### src/pkg/ipsr_pkg.sv
/*
 Package for the image packet sizing register bank: offsets, field
 layouts, reset values and fixed limits.
 Assumes a 32-bit AXI4-Lite register bus with byte addressing.
*/
package ipsr_pkg;
    // Register byte offsets
    localparam logic [7:0] IPSR_OFF_ROI_SIZE = 8'h0c;
    localparam logic [7:0] IPSR_OFF_ENC_SEL = 8'h10;
    localparam logic [7:0] IPSR_OFF_ENC_CAP = 8'h14;
    localparam logic [7:0] IPSR_OFF_PIX_CNT = 8'h34;
    localparam logic [7:0] IPSR_OFF_BYTES_HI = 8'h38;
    localparam logic [7:0] IPSR_OFF_BYTES_LO = 8'h3c;
    localparam logic [7:0] IPSR_OFF_PKT_LIM = 8'h40;
    localparam logic [7:0] IPSR_OFF_PKT_SET = 8'h44;
    localparam logic [7:0] IPSR_OFF_EXTRA = 8'h60;
    // Field positions
    localparam int IPSR_LO_LSB = 0;
    localparam int IPSR_HI_LSB = 16;
    // Fixed packet limits
    localparam logic [15:0] IPSR_PKT_UNIT = 16'h0004;
    localparam logic [15:0] IPSR_PKT_MAX = 16'h1000;
    // Most packets one frame may take
    localparam int IPSR_MAX_PKTS = 4095;
    // Reset values
    localparam logic [15:0] IPSR_RST_WIDTH = 16'h0570;
    localparam logic [15:0] IPSR_RST_HEIGHT = 16'h0410;
    localparam logic [7:0] IPSR_RST_ENC = 8'h00;
    localparam logic [15:0] IPSR_RST_PKT = 16'h1000;
    localparam logic [31:0] IPSR_RST_EXTRA = 32'h0000_0000;
    // Supported encodings, bit n set means identifier n is supported
    localparam logic [31:0] IPSR_ENC_CAP = 32'h0000_0021;
    // AXI responses
    localparam logic [1:0] IPSR_RESP_OKAY = 2'b00;
    localparam logic [1:0] IPSR_RESP_SLVERR = 2'b10;
endpackage

### src/hdl/ipsr_regs.sv
/*
 Image packet sizing register bank with an AXI4-Lite slave: region size,
 pixel encoding, feature byte and packet size settings, and the frame
 figures derived from them (pixel count, byte total and the recommended
 packet size), plus the fixed packet limits.
 Assumes one clock, a synchronous active-low reset and a master with at
 most one write and one read under way at a time. Only the low eight
 address bits are decoded; word offsets are byte addresses.
 Writes to read-only offsets answer OKAY and are dropped; unknown offsets
 answer SLVERR. Write strobes merge byte lanes onto the current word.
 Derived figures lag a setting by one cycle, so a read issued after the
 write response always sees them settled. The recommended size is the
 next unit multiple above the whole part of the byte total over the packet count, capped at the packet ceiling.
 Packet size writes are not range-checked here; software keeps them legal.
*/
`timescale 1ns/1ps
module ipsr_regs #(
    parameter int ADDR_W = 8
) (
    input wire logic aclk,
    input wire logic aresetn,
    input wire logic [ADDR_W-1:0] s_axi_awaddr,
    input wire logic s_axi_awvalid,
    output logic s_axi_awready,
    input wire logic [31:0] s_axi_wdata,
    input wire logic [3:0] s_axi_wstrb,
    input wire logic s_axi_wvalid,
    output logic s_axi_wready,
    output logic [1:0] s_axi_bresp,
    output logic s_axi_bvalid,
    input wire logic s_axi_bready,
    input wire logic [ADDR_W-1:0] s_axi_araddr,
    input wire logic s_axi_arvalid,
    output logic s_axi_arready,
    output logic [31:0] s_axi_rdata,
    output logic [1:0] s_axi_rresp,
    output logic s_axi_rvalid,
    input wire logic s_axi_rready,
    output logic [15:0] packet_payload_len
);
    import ipsr_pkg::*;

    typedef struct packed {
        // Write address and data captured from the bus
        logic aw_hold;
        logic [ADDR_W-1:0] aw_addr;
        logic w_hold;
        logic [31:0] w_data;
        logic [3:0] w_strb;
        // Responses held until the master takes them
        logic bvalid;
        logic [1:0] bresp;
        logic rvalid;
        logic [1:0] rresp;
        logic [31:0] rdata;
        // Settings written by software
        logic [15:0] roi_width;
        logic [15:0] roi_height;
        logic [7:0] enc_sel;
        logic [31:0] extra_bytes;
        logic [15:0] pkt_size;
        // Figures derived from the settings
        logic [31:0] pix_cnt;
        logic [63:0] byte_total;
        logic [15:0] rec_pkt;
        logic [15:0] pay_len;
    } ipsr_state_t;

    ipsr_state_t st_r;
    ipsr_state_t st_nxt;

    // Frame arithmetic, one step of the byte count each
    logic [31:0] pix_calc;
    logic [3:0] half_bytes;
    logic [63:0] half_calc;
    logic [63:0] bytes_calc;
    logic [63:0] rounded_calc;
    logic [63:0] padded_calc;
    logic [63:0] pkt_floor;
    logic [63:0] rec_wide;
    logic over_limit;
    logic [15:0] rec_calc;

    // Register bus helpers
    logic [7:0] rd_sel;
    logic [7:0] wr_sel;
    logic [31:0] rd_word;
    logic rd_hit;
    logic wr_go;
    logic [31:0] wr_merge;
    logic [31:0] wr_old;

    // Bytes per pixel times two, so half-byte formats stay exact
    function automatic logic [3:0] ipsr_half_bytes(input logic [7:0] enc);
        case (enc)
            8'h00: ipsr_half_bytes = 4'h2;
            8'h01: ipsr_half_bytes = 4'h3;
            8'h02: ipsr_half_bytes = 4'h4;
            8'h03: ipsr_half_bytes = 4'h6;
            8'h04: ipsr_half_bytes = 4'h6;
            8'h05: ipsr_half_bytes = 4'h4;
            8'h06: ipsr_half_bytes = 4'hc;
            8'h07: ipsr_half_bytes = 4'h4;
            8'h08: ipsr_half_bytes = 4'hc;
            8'h09: ipsr_half_bytes = 4'h2;
            8'h0a: ipsr_half_bytes = 4'h4;
            // Unknown identifiers count as one byte
            default: ipsr_half_bytes = 4'h2;
        endcase
    endfunction

    // Pixel count from the region size
    always_comb begin
        pix_calc = 32'(st_r.roi_width) * 32'(st_r.roi_height);
    end

    // Payload bytes; an odd half byte rounds up
    always_comb begin
        half_bytes = ipsr_half_bytes(st_r.enc_sel);
        half_calc = 64'(pix_calc) * 64'(half_bytes);
        bytes_calc = (half_calc + 64'h1) >> 1;
    end

    // Pad payload up to a whole unit, then add feature bytes
    always_comb begin
        rounded_calc = (bytes_calc + 64'h3) & ~64'h3;
        padded_calc = rounded_calc + 64'(st_r.extra_bytes);
    end

    // Next unit multiple above the whole part of padded bytes over the packet count
    // Coarse proxy for the top frame rate: fewest bytes per packet that fit
    always_comb begin
        pkt_floor = padded_calc / 64'(IPSR_MAX_PKTS);
        rec_wide = (pkt_floor + 64'd4) & ~64'h3;
        over_limit = padded_calc >= 64'(IPSR_PKT_MAX) * 64'(IPSR_MAX_PKTS);
        if (over_limit) begin
            rec_calc = IPSR_PKT_MAX; // At or past the ceiling times the packet count; report the ceiling
        end else begin
            rec_calc = 16'(rec_wide);
        end
    end

    // Only the low byte of an address selects a register
    assign rd_sel = 8'(s_axi_araddr);
    assign wr_sel = 8'(st_r.aw_addr);

    // Read mux for the register map
    always_comb begin
        rd_hit = 1'b1;
        case (rd_sel)
            // Settings read back as written
            IPSR_OFF_ROI_SIZE: begin
                rd_word = {st_r.roi_height, st_r.roi_width};
            end
            IPSR_OFF_ENC_SEL: begin
                rd_word = {24'h000000, st_r.enc_sel};
            end
            IPSR_OFF_EXTRA: begin
                rd_word = st_r.extra_bytes;
            end
            // Fixed and derived inquiry words, then the recommended size paired with the packet size setting
            IPSR_OFF_ENC_CAP: begin
                rd_word = IPSR_ENC_CAP;
            end
            IPSR_OFF_PIX_CNT: begin
                rd_word = st_r.pix_cnt;
            end
            IPSR_OFF_BYTES_HI: begin
                rd_word = st_r.byte_total[63:32];
            end
            IPSR_OFF_BYTES_LO: begin
                rd_word = st_r.byte_total[31:0];
            end
            IPSR_OFF_PKT_LIM: begin
                rd_word = {IPSR_PKT_MAX, IPSR_PKT_UNIT};
            end
            IPSR_OFF_PKT_SET: begin
                rd_word = {st_r.rec_pkt, st_r.pkt_size};
            end
            // Anything else answers an error with zeros
            default: begin
                rd_word = 32'h0000_0000;
                rd_hit = 1'b0;
            end
        endcase
    end

    // Old word of the addressed setting, so unstrobed lanes keep their value
    always_comb begin
        case (wr_sel)
            IPSR_OFF_ROI_SIZE: wr_old = {st_r.roi_height, st_r.roi_width};
            IPSR_OFF_ENC_SEL: wr_old = {24'h000000, st_r.enc_sel};
            IPSR_OFF_PKT_SET: wr_old = {16'h0000, st_r.pkt_size};
            IPSR_OFF_EXTRA: wr_old = st_r.extra_bytes;
            // Read-only offsets merge against zero
            default: wr_old = 32'h0000_0000;
        endcase
    end

    // One merge lane per byte strobe
    for (genvar g = 0; g < 4; g++) begin : g_lane
        assign wr_merge[g*8 +: 8] = st_r.w_strb[g] ? st_r.w_data[g*8 +: 8] : wr_old[g*8 +: 8];
    end

    // A write commits once address and data are held and no response waits
    assign wr_go = st_r.aw_hold && st_r.w_hold && !st_r.bvalid;

    // Next state of bus handshakes, settings and derived values
    always_comb begin
        st_nxt = st_r;

        // Capture the write address
        if (s_axi_awvalid && !st_r.aw_hold) begin
            st_nxt.aw_hold = 1'b1;
            st_nxt.aw_addr = s_axi_awaddr;
        end

        // Capture the write data and its strobes
        if (s_axi_wvalid && !st_r.w_hold) begin
            st_nxt.w_hold = 1'b1;
            st_nxt.w_data = s_axi_wdata;
            st_nxt.w_strb = s_axi_wstrb;
        end

        // Write response taken by the master
        if (st_r.bvalid && s_axi_bready) begin
            st_nxt.bvalid = 1'b0;
        end

        // Commit the write and answer it
        if (wr_go) begin
            st_nxt.aw_hold = 1'b0;
            st_nxt.w_hold = 1'b0;
            st_nxt.bvalid = 1'b1;
            st_nxt.bresp = IPSR_RESP_OKAY;
            case (wr_sel)
                IPSR_OFF_ROI_SIZE: begin
                    st_nxt.roi_width = wr_merge[IPSR_LO_LSB +: 16];
                    st_nxt.roi_height = wr_merge[IPSR_HI_LSB +: 16];
                end
                IPSR_OFF_ENC_SEL: begin
                    st_nxt.enc_sel = wr_merge[7:0];
                end
                IPSR_OFF_PKT_SET: begin
                    st_nxt.pkt_size = wr_merge[IPSR_LO_LSB +: 16];
                end
                IPSR_OFF_EXTRA: begin
                    st_nxt.extra_bytes = wr_merge;
                end
                // Inquiry offsets accept and drop the data
                IPSR_OFF_ENC_CAP, IPSR_OFF_PIX_CNT, IPSR_OFF_BYTES_HI,
                IPSR_OFF_BYTES_LO, IPSR_OFF_PKT_LIM: begin
                    st_nxt.bresp = IPSR_RESP_OKAY;
                end
                default: begin
                    st_nxt.bresp = IPSR_RESP_SLVERR;
                end
            endcase
        end

        // Read data taken by the master
        if (st_r.rvalid && s_axi_rready) begin
            st_nxt.rvalid = 1'b0;
        end

        // Capture a read address with its data and response
        if (s_axi_arvalid && !st_r.rvalid) begin
            st_nxt.rvalid = 1'b1;
            st_nxt.rdata = rd_word;
            st_nxt.rresp = rd_hit ? IPSR_RESP_OKAY : IPSR_RESP_SLVERR;
        end

        // Derived values follow settings one cycle later
        st_nxt.pix_cnt = pix_calc;
        st_nxt.byte_total = padded_calc;
        st_nxt.rec_pkt = rec_calc;
        // Packet length takes the setting a cycle after it lands
        st_nxt.pay_len = st_r.pkt_size;
    end

    // State register with reset values
    always_ff @(posedge aclk) begin
        if (!aresetn) begin
            // Bus side idle, nothing held
            st_r.aw_hold <= 1'b0;
            st_r.aw_addr <= '0;
            st_r.w_hold <= 1'b0;
            st_r.w_data <= 32'h0000_0000;
            st_r.w_strb <= 4'h0;
            st_r.bvalid <= 1'b0;
            st_r.bresp <= IPSR_RESP_OKAY;
            st_r.rvalid <= 1'b0;
            st_r.rresp <= IPSR_RESP_OKAY;
            st_r.rdata <= 32'h0000_0000;
            // Settings at their power-up values
            st_r.roi_width <= IPSR_RST_WIDTH;
            st_r.roi_height <= IPSR_RST_HEIGHT;
            st_r.enc_sel <= IPSR_RST_ENC;
            st_r.extra_bytes <= IPSR_RST_EXTRA;
            st_r.pkt_size <= IPSR_RST_PKT;
            // Derived figures valid from the first edge after release
            st_r.pix_cnt <= 32'h0000_0000;
            st_r.byte_total <= 64'h0;
            st_r.rec_pkt <= 16'h0000;
            st_r.pay_len <= IPSR_RST_PKT;
        end else begin
            // Otherwise take the computed next state
            st_r <= st_nxt;
        end
    end

    // Write channel outputs straight from the state register
    assign s_axi_awready = !st_r.aw_hold;
    assign s_axi_wready = !st_r.w_hold;
    assign s_axi_bvalid = st_r.bvalid;
    assign s_axi_bresp = st_r.bresp;

    // Read channel outputs straight from the state register
    assign s_axi_arready = !st_r.rvalid;
    assign s_axi_rvalid = st_r.rvalid;
    assign s_axi_rdata = st_r.rdata;
    assign s_axi_rresp = st_r.rresp;

    // Packet length in force for transmission
    assign packet_payload_len = st_r.pay_len;
endmodule // ipsr_regs

### config.mk
export PLATFORM = sky130hd
export DESIGN_NAME = ipsr_regs
export DESIGN_NICKNAME = d
export VERILOG_FILES = /design/src/pkg/ipsr_pkg.sv /design/src/hdl/ipsr_regs.sv
export SDC_FILE = /design/constraint.sdc
export NUM_CORES = 2
export LEC_CHECK = 0
export BUFFER_PORTS_ARGS = -buffer_cell sky130_fd_sc_hd__buf_2
export CAP_MARGIN = 15
export CORE_UTILIZATION = 45
export DETAILED_ROUTE_END_ITERATION = 8
export GPL_TIMING_DRIVEN = 0
export HOLD_SLACK_MARGIN = 0.03
export MAX_ROUTING_LAYER = met4
export SLEW_MARGIN = 15
export SYNTH_ARGS = -nofsm -noshare
export SYNTH_HDL_FRONTEND = slang
export SYNTH_SLANG_ARGS = --single-unit
### constraint.sdc
create_clock -name aclk -period 40.6 [get_ports aclk]
set_input_delay 12.18 -clock aclk [delete_from_list [all_inputs] [get_ports aclk]]
set_output_delay 12.18 -clock aclk [all_outputs]
set_load 0.01 [all_outputs]
# --- After elaboration in Yosys (flattened, before gate mapping) ---
# Memories as Yosys holds them, arrays and structs flattened. A register that Yosys moved wholly into a read port is not among the register bits.
# Cells that the tools add are included.
op_classes:
  n_eq_ne: 18
  add_sub_neg: 4
  n_bitwise: 1
  n_lt_le_gt_ge: 1
  n_mux: 17
  div: 1
  mul: 2
  n_reduce_logical: 22
ops:
  columns: ["op", "n"]
  rows:
  - ["$pmux W32 S9", 1]
  - ["$pmux W32 S3", 1]
  - ["$div A64 B12 Y64 const B", 1]
  - ["$eq A8 B6 Y1 const B", 6]
  - ["$eq A8 B7 Y1 const B", 6]
  - ["$add A37 B32 Y38", 1]
  - ["$ge A38 B24 Y1 const B", 1]
  - ["$add A36 B1 Y37 const B", 1]
  - ["$add A36 B2 Y37 const B", 1]
  - ["$mul A32 B4 Y36", 1]
  - ["$mux W35", 1]
  - ["$eq A8 B5 Y1 const B", 4]
  - ["$mul A16 B16 Y32", 1]
  - ["$mux W8", 4]
  - ["$reduce_or A9 Y1", 2]
  - ["$add A16 B3 Y16 const B", 1]
  - ["$eq A8 B4 Y1 const B", 2]
  - ["$mux W13", 1]
  - ["$mux W4", 3]
  - ["$reduce_and A2 Y1", 4]
  - ["$logic_and A1 B1 Y1", 7]
  - ["$logic_not A1 Y1", 4]
  - ["$logic_not A4 Y1", 1]
  - ["$mux W2", 2]
  - ["other kinds (5)", 9]
totals:
  inputBits: 59
  regBits: 300
  word_cells: 87
  rom_bits: 64
  memories: 1
mem_list:
  columns: ["name", "words", "width", "read_ports", "rd_ports_with_merged_regs", "write_ports", "line", "rtl"]
  rows:
  - ["(name not given)", 16, 4, 1, 1, 0, "ipsr_regs.sv:95", "case (enc)"]

# --- Depth between registers and ports, before layout ---
depth:
  word_depth: 9
  depth_mapped: 136
  ltp_nobuf: 121

# --- Least setup slack after synthesis ---
# OpenSTA, ideal clock, no wires.
synth_path:
  path_kind: "reg2reg"
  from: "register st_r[204] (netlist bit)"
  to: "register st_r[28] (netlist bit)"
  t_required_ns: 40.530
  path_buffers: 7
  stages_incl_launch_ff: 120
  path_slack_ns: 9.882
  t_arrival_ns: 30.648
  setup_ns: 0.070
  period_less_slack_ns: 30.718
  path_cell_list: "dfxtp_1 clkbuf_1 clkbuf_1 nand2_1 fa_1 inv_1 fa_1 ha_1 inv_1 fa_1 fa_1 fa_1 inv_1 ha_1 inv_1 o21bai_1 a21oi_1 o21bai_1 (+84 left out) nand4bb_1 o41ai_4 xnor2_1 o2111ai_2 o41a_1 buf_4 o31ai_2 nand4_1 a211o_1 or4_1 a2111oi_2 a31oi_1 o41a_1 o21ai_4 ha_1 nand2_1 or3_1 a21oi_1"
synth_via:
  elab_chain_cells: 8
  word_cells_on_any_way: 9
  classes_between: "4 x add/sub; 2 x mul; 1 x div; 1 x order compare; 1 x mux"
synth_rtl:
  columns: ["element", "line", "rtl"]
  rows:
  - ["from (decl)", "ipsr_regs.sv:69", "ipsr_state_t st_r;"]
  - ["from (signal assigned)", "ipsr_regs.sv:308", "st_r <= st_nxt;"]
  - ["$mul A16 B16 Y32 (*)", "ipsr_regs.sv:114", "pix_calc = 32'(st_r.roi_width) * 32'(st_r.roi_height);"]
  - ["$mul A32 B4 Y36 (*)", "ipsr_regs.sv:120", "half_calc = 64'(pix_calc) * 64'(half_bytes);"]
  - ["$add A36 B1 Y37 (*)", "ipsr_regs.sv:121", "bytes_calc = (half_calc + 64'h1) >> 1;"]
  - ["$add A36 B2 Y37 (*)", "ipsr_regs.sv:126", "rounded_calc = (bytes_calc + 64'h3) & ~64'h3;"]
  - ["$add A37 B32 Y38 (*)", "ipsr_regs.sv:127", "padded_calc = rounded_calc + 64'(st_r.extra_bytes);"]
  - ["$div A64 B12 Y64", "ipsr_regs.sv:133", "pkt_floor = padded_calc / 64'(IPSR_MAX_PKTS);"]
  - ["$add A16 B3 Y16", "ipsr_regs.sv:134", "rec_wide = (pkt_floor + 64'd4) & ~64'h3;"]
  - ["$mux W13 (*)", "ipsr_regs.sv:136", "if (over_limit) begin"]
# Mark *: on every way between the ends. The rest lies on a longest branch, timed or not.
# A chain may end at the register's enable or synchronous reset.

# --- Worst setup path in the final report ---
layout_path:
  from: "register st_r[200] (netlist bit)"
  to: "register st_r[28] (netlist bit)"
# The elaborated chain is that of the path after synthesis.

==> impl_metrics.ini <==
[clocking]
cts_max_path_buffers = 3
cts_num_sinks = 274
clk_root_buffer_cell = clkbuf_16
tritoncts = yes
clock_latency_ns = 0.61
cts-buffers-inserted = 30
clk_pin_slew_ns = 0.06
cts-htree-levels = 1
post-cts-setup-buffers = 0

[place]
dp_hpwl_um = 101200
io_buffers = 112
gpl.final_weighted_congestion = 0.9854
preCtsSetupSlack_ns = 3.200
dpl.cell_count = 5712
placedInstanceArea_mm2 = 0.03696

[routing]
first_drt_pass_iteration_count = 8
drt_wl_total_um = 124700
post_detailed_route_via_to_cell_ratio = 5.990
drt-wirelength-per-cell_um = 21.62
antenna_violating_nets_post_route = 0
detailroute.via_count = 34547
drc_errors = 0
drt_iter0_markers = 3571

[cells_and_area]
final-instance-count-excl-fill = 5767
area_delta_synth_final_pct = 8.260
fillCellCount = 7762
final_util_pct = 49.57
proportion_of_layout_cells_with_a_drive_suffix_above_1_pct = 8.214
final_design_area_no_fill_mm2 = 0.03796
final-seq-area_mm2 = 0.005485
finish.net_count = 5204
multi_input_area_mm2 = 0.02691

[worst_hold_path]
hp-class = reg -> reg

[worst_setup_path]
critical_path.max_stage_delay_ns = 0.85
crit_type = reg -> reg
critical-path-top-delay-family = compound AO/OA/AOI/OAI gates
crit_fanout = 10
critical-path-slowest-cell = clkdlybuf4s15_1
setup.worst_path.end_class = register
crit_path_start_kind = register
critPathBufInv = 13
cpMostUsedCell = a21oi_1
cp.required_ns = 41.10
timing.critical_path.arrival_ns = 38.43

[pwr]
cell_internal_pwr_uw = 443.4
cellLeakagePower_nw = 15.53
sw_frac_of_total_pct = 25.52
share_of_power_burned_in_registers_pct = 46.5
design_power_total_uw = 595.3
net-switching-power_uw = 151.9
cellPowerDensity_mw_per_mm2 = 15.68
clkPwrFrac_pct = 46.5
comb_power_share_pct = 7.0
vdd_ir_drop_max_mv = 0.03521

[timing]
min_clock_period_post_route_ns = 37.94
final_min_period_over_clock_period_pct = 93.44
max_freq_mhz = 26.36
slew_viol_final = 0
transition_time_at_the_pin_with_the_least_slew_margin_ns = 1.250
setup_viol = 0
final.setup.worst_slack_ns = 2.664
hold_ws_ns = 0.4580
timing.clock.skew_ns = 0.04347
timing.setup.tns_ns = 0
final-hold-violation-count = 0
grt_setup_unrepaired = no
timing.slew.headroom_pct = 16.09

[floorplanning]
initial_core_util_pct = 45.79
boundaryPins = 116
floorplan.die.width_um = 281.1
core_region_area_mm2 = 0.07658
num_rows = 101
floorplan.die_area_mm2 = 0.07904
vert_die_dim_um = 281.1

[global_route]
grtUsageTotal_pct = 32.16
number_of_antenna_violations_at_the_first_check_in_global_routing = 4
first_pass_grt_wire_length_um = 192400
vias_in_the_first_global_route = 32311
maximum_number_of_pins_on_one_net_before_global_route_repair = 17
gr-total-overflow = 0

[synthesis]
netlist.top_cell.by_area = dfxtp_1
yosys.area.top_type_share_pct = 15.64
synth_cells = 4564
synth_ff_type = dfxtp_1
syn-cell-area_mm2 = 0.03506
synth.lib_cells_used.distinct = 140
synth_edf_count = 0
number_of_synthesized_register_bits = 274
synth_top_area_cells = dfxtp_1 16%, fa_1 15%, nand2_1 6.7%
syn-mean-instance-area_um2 = 7.683
yosys_warnings = 0
portion_of_the_post_synthesis_area_used_by_sequential_elements_pct = 15.64
post_synth_most_frequent_cells = 622 x nand2_1, 371 x inv_1, 369 x nor2_1
synthMostInstantiatedCell = nand2_1
asyncSetResetFlopFracSynth_pct = 0

[outcome]
run_status = complete, no violations

[job]
drv.max_cap_violation_count = 0
[path summary, 6_finish.rpt]
kind,startpoint,end,slack (ns),depth (start not counted)
worst max-delay path,st_r[200]$_SDFFE_PN0P_,st_r[28]$_SDFF_PN0_,2.66,119
worst min-delay path,st_r[259]$_SDFFE_PN0P_,st_r[259]$_SDFFE_PN0P_,0.46,2
worst max register to register,st_r[200]$_SDFFE_PN0P_,st_r[28]$_SDFF_PN0_,2.66,119
worst min register to register,st_r[259]$_SDFFE_PN0P_,st_r[259]$_SDFFE_PN0P_,0.46,2
[worst reg2reg max path, delay by kind of cell, from the launching register on]
family	cells	cell delay, ns
mux	2	0.65
compound gates	49	15.66
buf+inv	13	2.74
xor+xnor	6	1.65
fa+ha+maj	12	4.76
flops	1	0.33
simple gates	37	12.07
[per-layer routing]
| layer | up-vias | share of wire (%) | global-route usage [%] |
|---|---|---|---|
| met4 | 0 | 3.2 | 9.178 |
| met2 | 1316 | 44 | 49.48 |
| met3 | 183 | 7.6 | 3.350 |
| met5 | - | 0 | - |
| met1 | 16769 | 45 | 44.47 |
| li1 | 16279 | - | - |
[area by class of cell]
type | count | area share (%)
inverter | 371 | 3.668
tap | 1030 | 3.395
sequential | 274 | 14.45
clock inverter | 12 | 0.4021
antenna | 1 | 0.006592
multi-input combinational | 3636 | 70.88
buffer | 289 | 3.523
timing repair buffer | 112 | 1.477
clock buffer | 42 | 2.202
[flip-flops by register name, summed over array words and instances, names as in the netlist, 8 cells and up, named ones only]
name / cells
st_r: 194
s_axi_rdata: 32
wr_sel: 8
st_nxt: 16
packet_payload_len: 16
[cells by family after synthesis]
logic type	share of synthesized area, %
buffers and inverters	7.768
XOR/XNOR	5.063
flip-flops	15.64
AND/OR/NAND/NOR	25.75
other	0.01069
multiplexers	1.384
adder cells (fa/ha/maj)	20.98
AO/OA/AOI/OAI	23.40
[power by group through the flow]
| stage | combinational (mW) | clock [mW] | sequential [mW] |
|---|---|---|---|
| after floorplan | 0.0257 | 0 | 0.281 |
| after global placement | 0.0405 | 0 | 0.283 |
| after detailed placement | 0.0406 | 0 | 0.283 |
| after CTS | 0.0408 | 0.278 | 0.277 |
| after global routing | 0.0450 | 0.289 | 0.277 |
| final | 0.0416 | 0.277 | 0.277 |
[cell usage in the layout, fill, tap and decap left out, types with 34 or more instances in the layout]
master,instances
o21bai_1,38
nand4_1,57
nor2_1,369
ha_1,176
inv_1,371
a31oi_1,40
xnor2_1,110
nand2b_1,40
a21o_1,48
o211ai_1,37
buf_2,129
xor2_1,77
a211oi_1,41
o21a_1,35
and2_1,216
nand2_1,622
fa_1,255
a21oi_1,347
o21ai_0,139
nor4_1,37
clkbuf_1,215
dfxtp_1,274
or3_1,38
buf_4,58
a22oi_1,55
and3_1,34
nand3_1,97
nor3_1,82
[what timing repair did]
item | 4_1_cts | 5_1_grt
hold buffers | 0 | 0
resized for setup | 0 | 3
endpoints found under the setup margin | 0 | 1
Note: power is estimated with default switching activity, not from simulation.
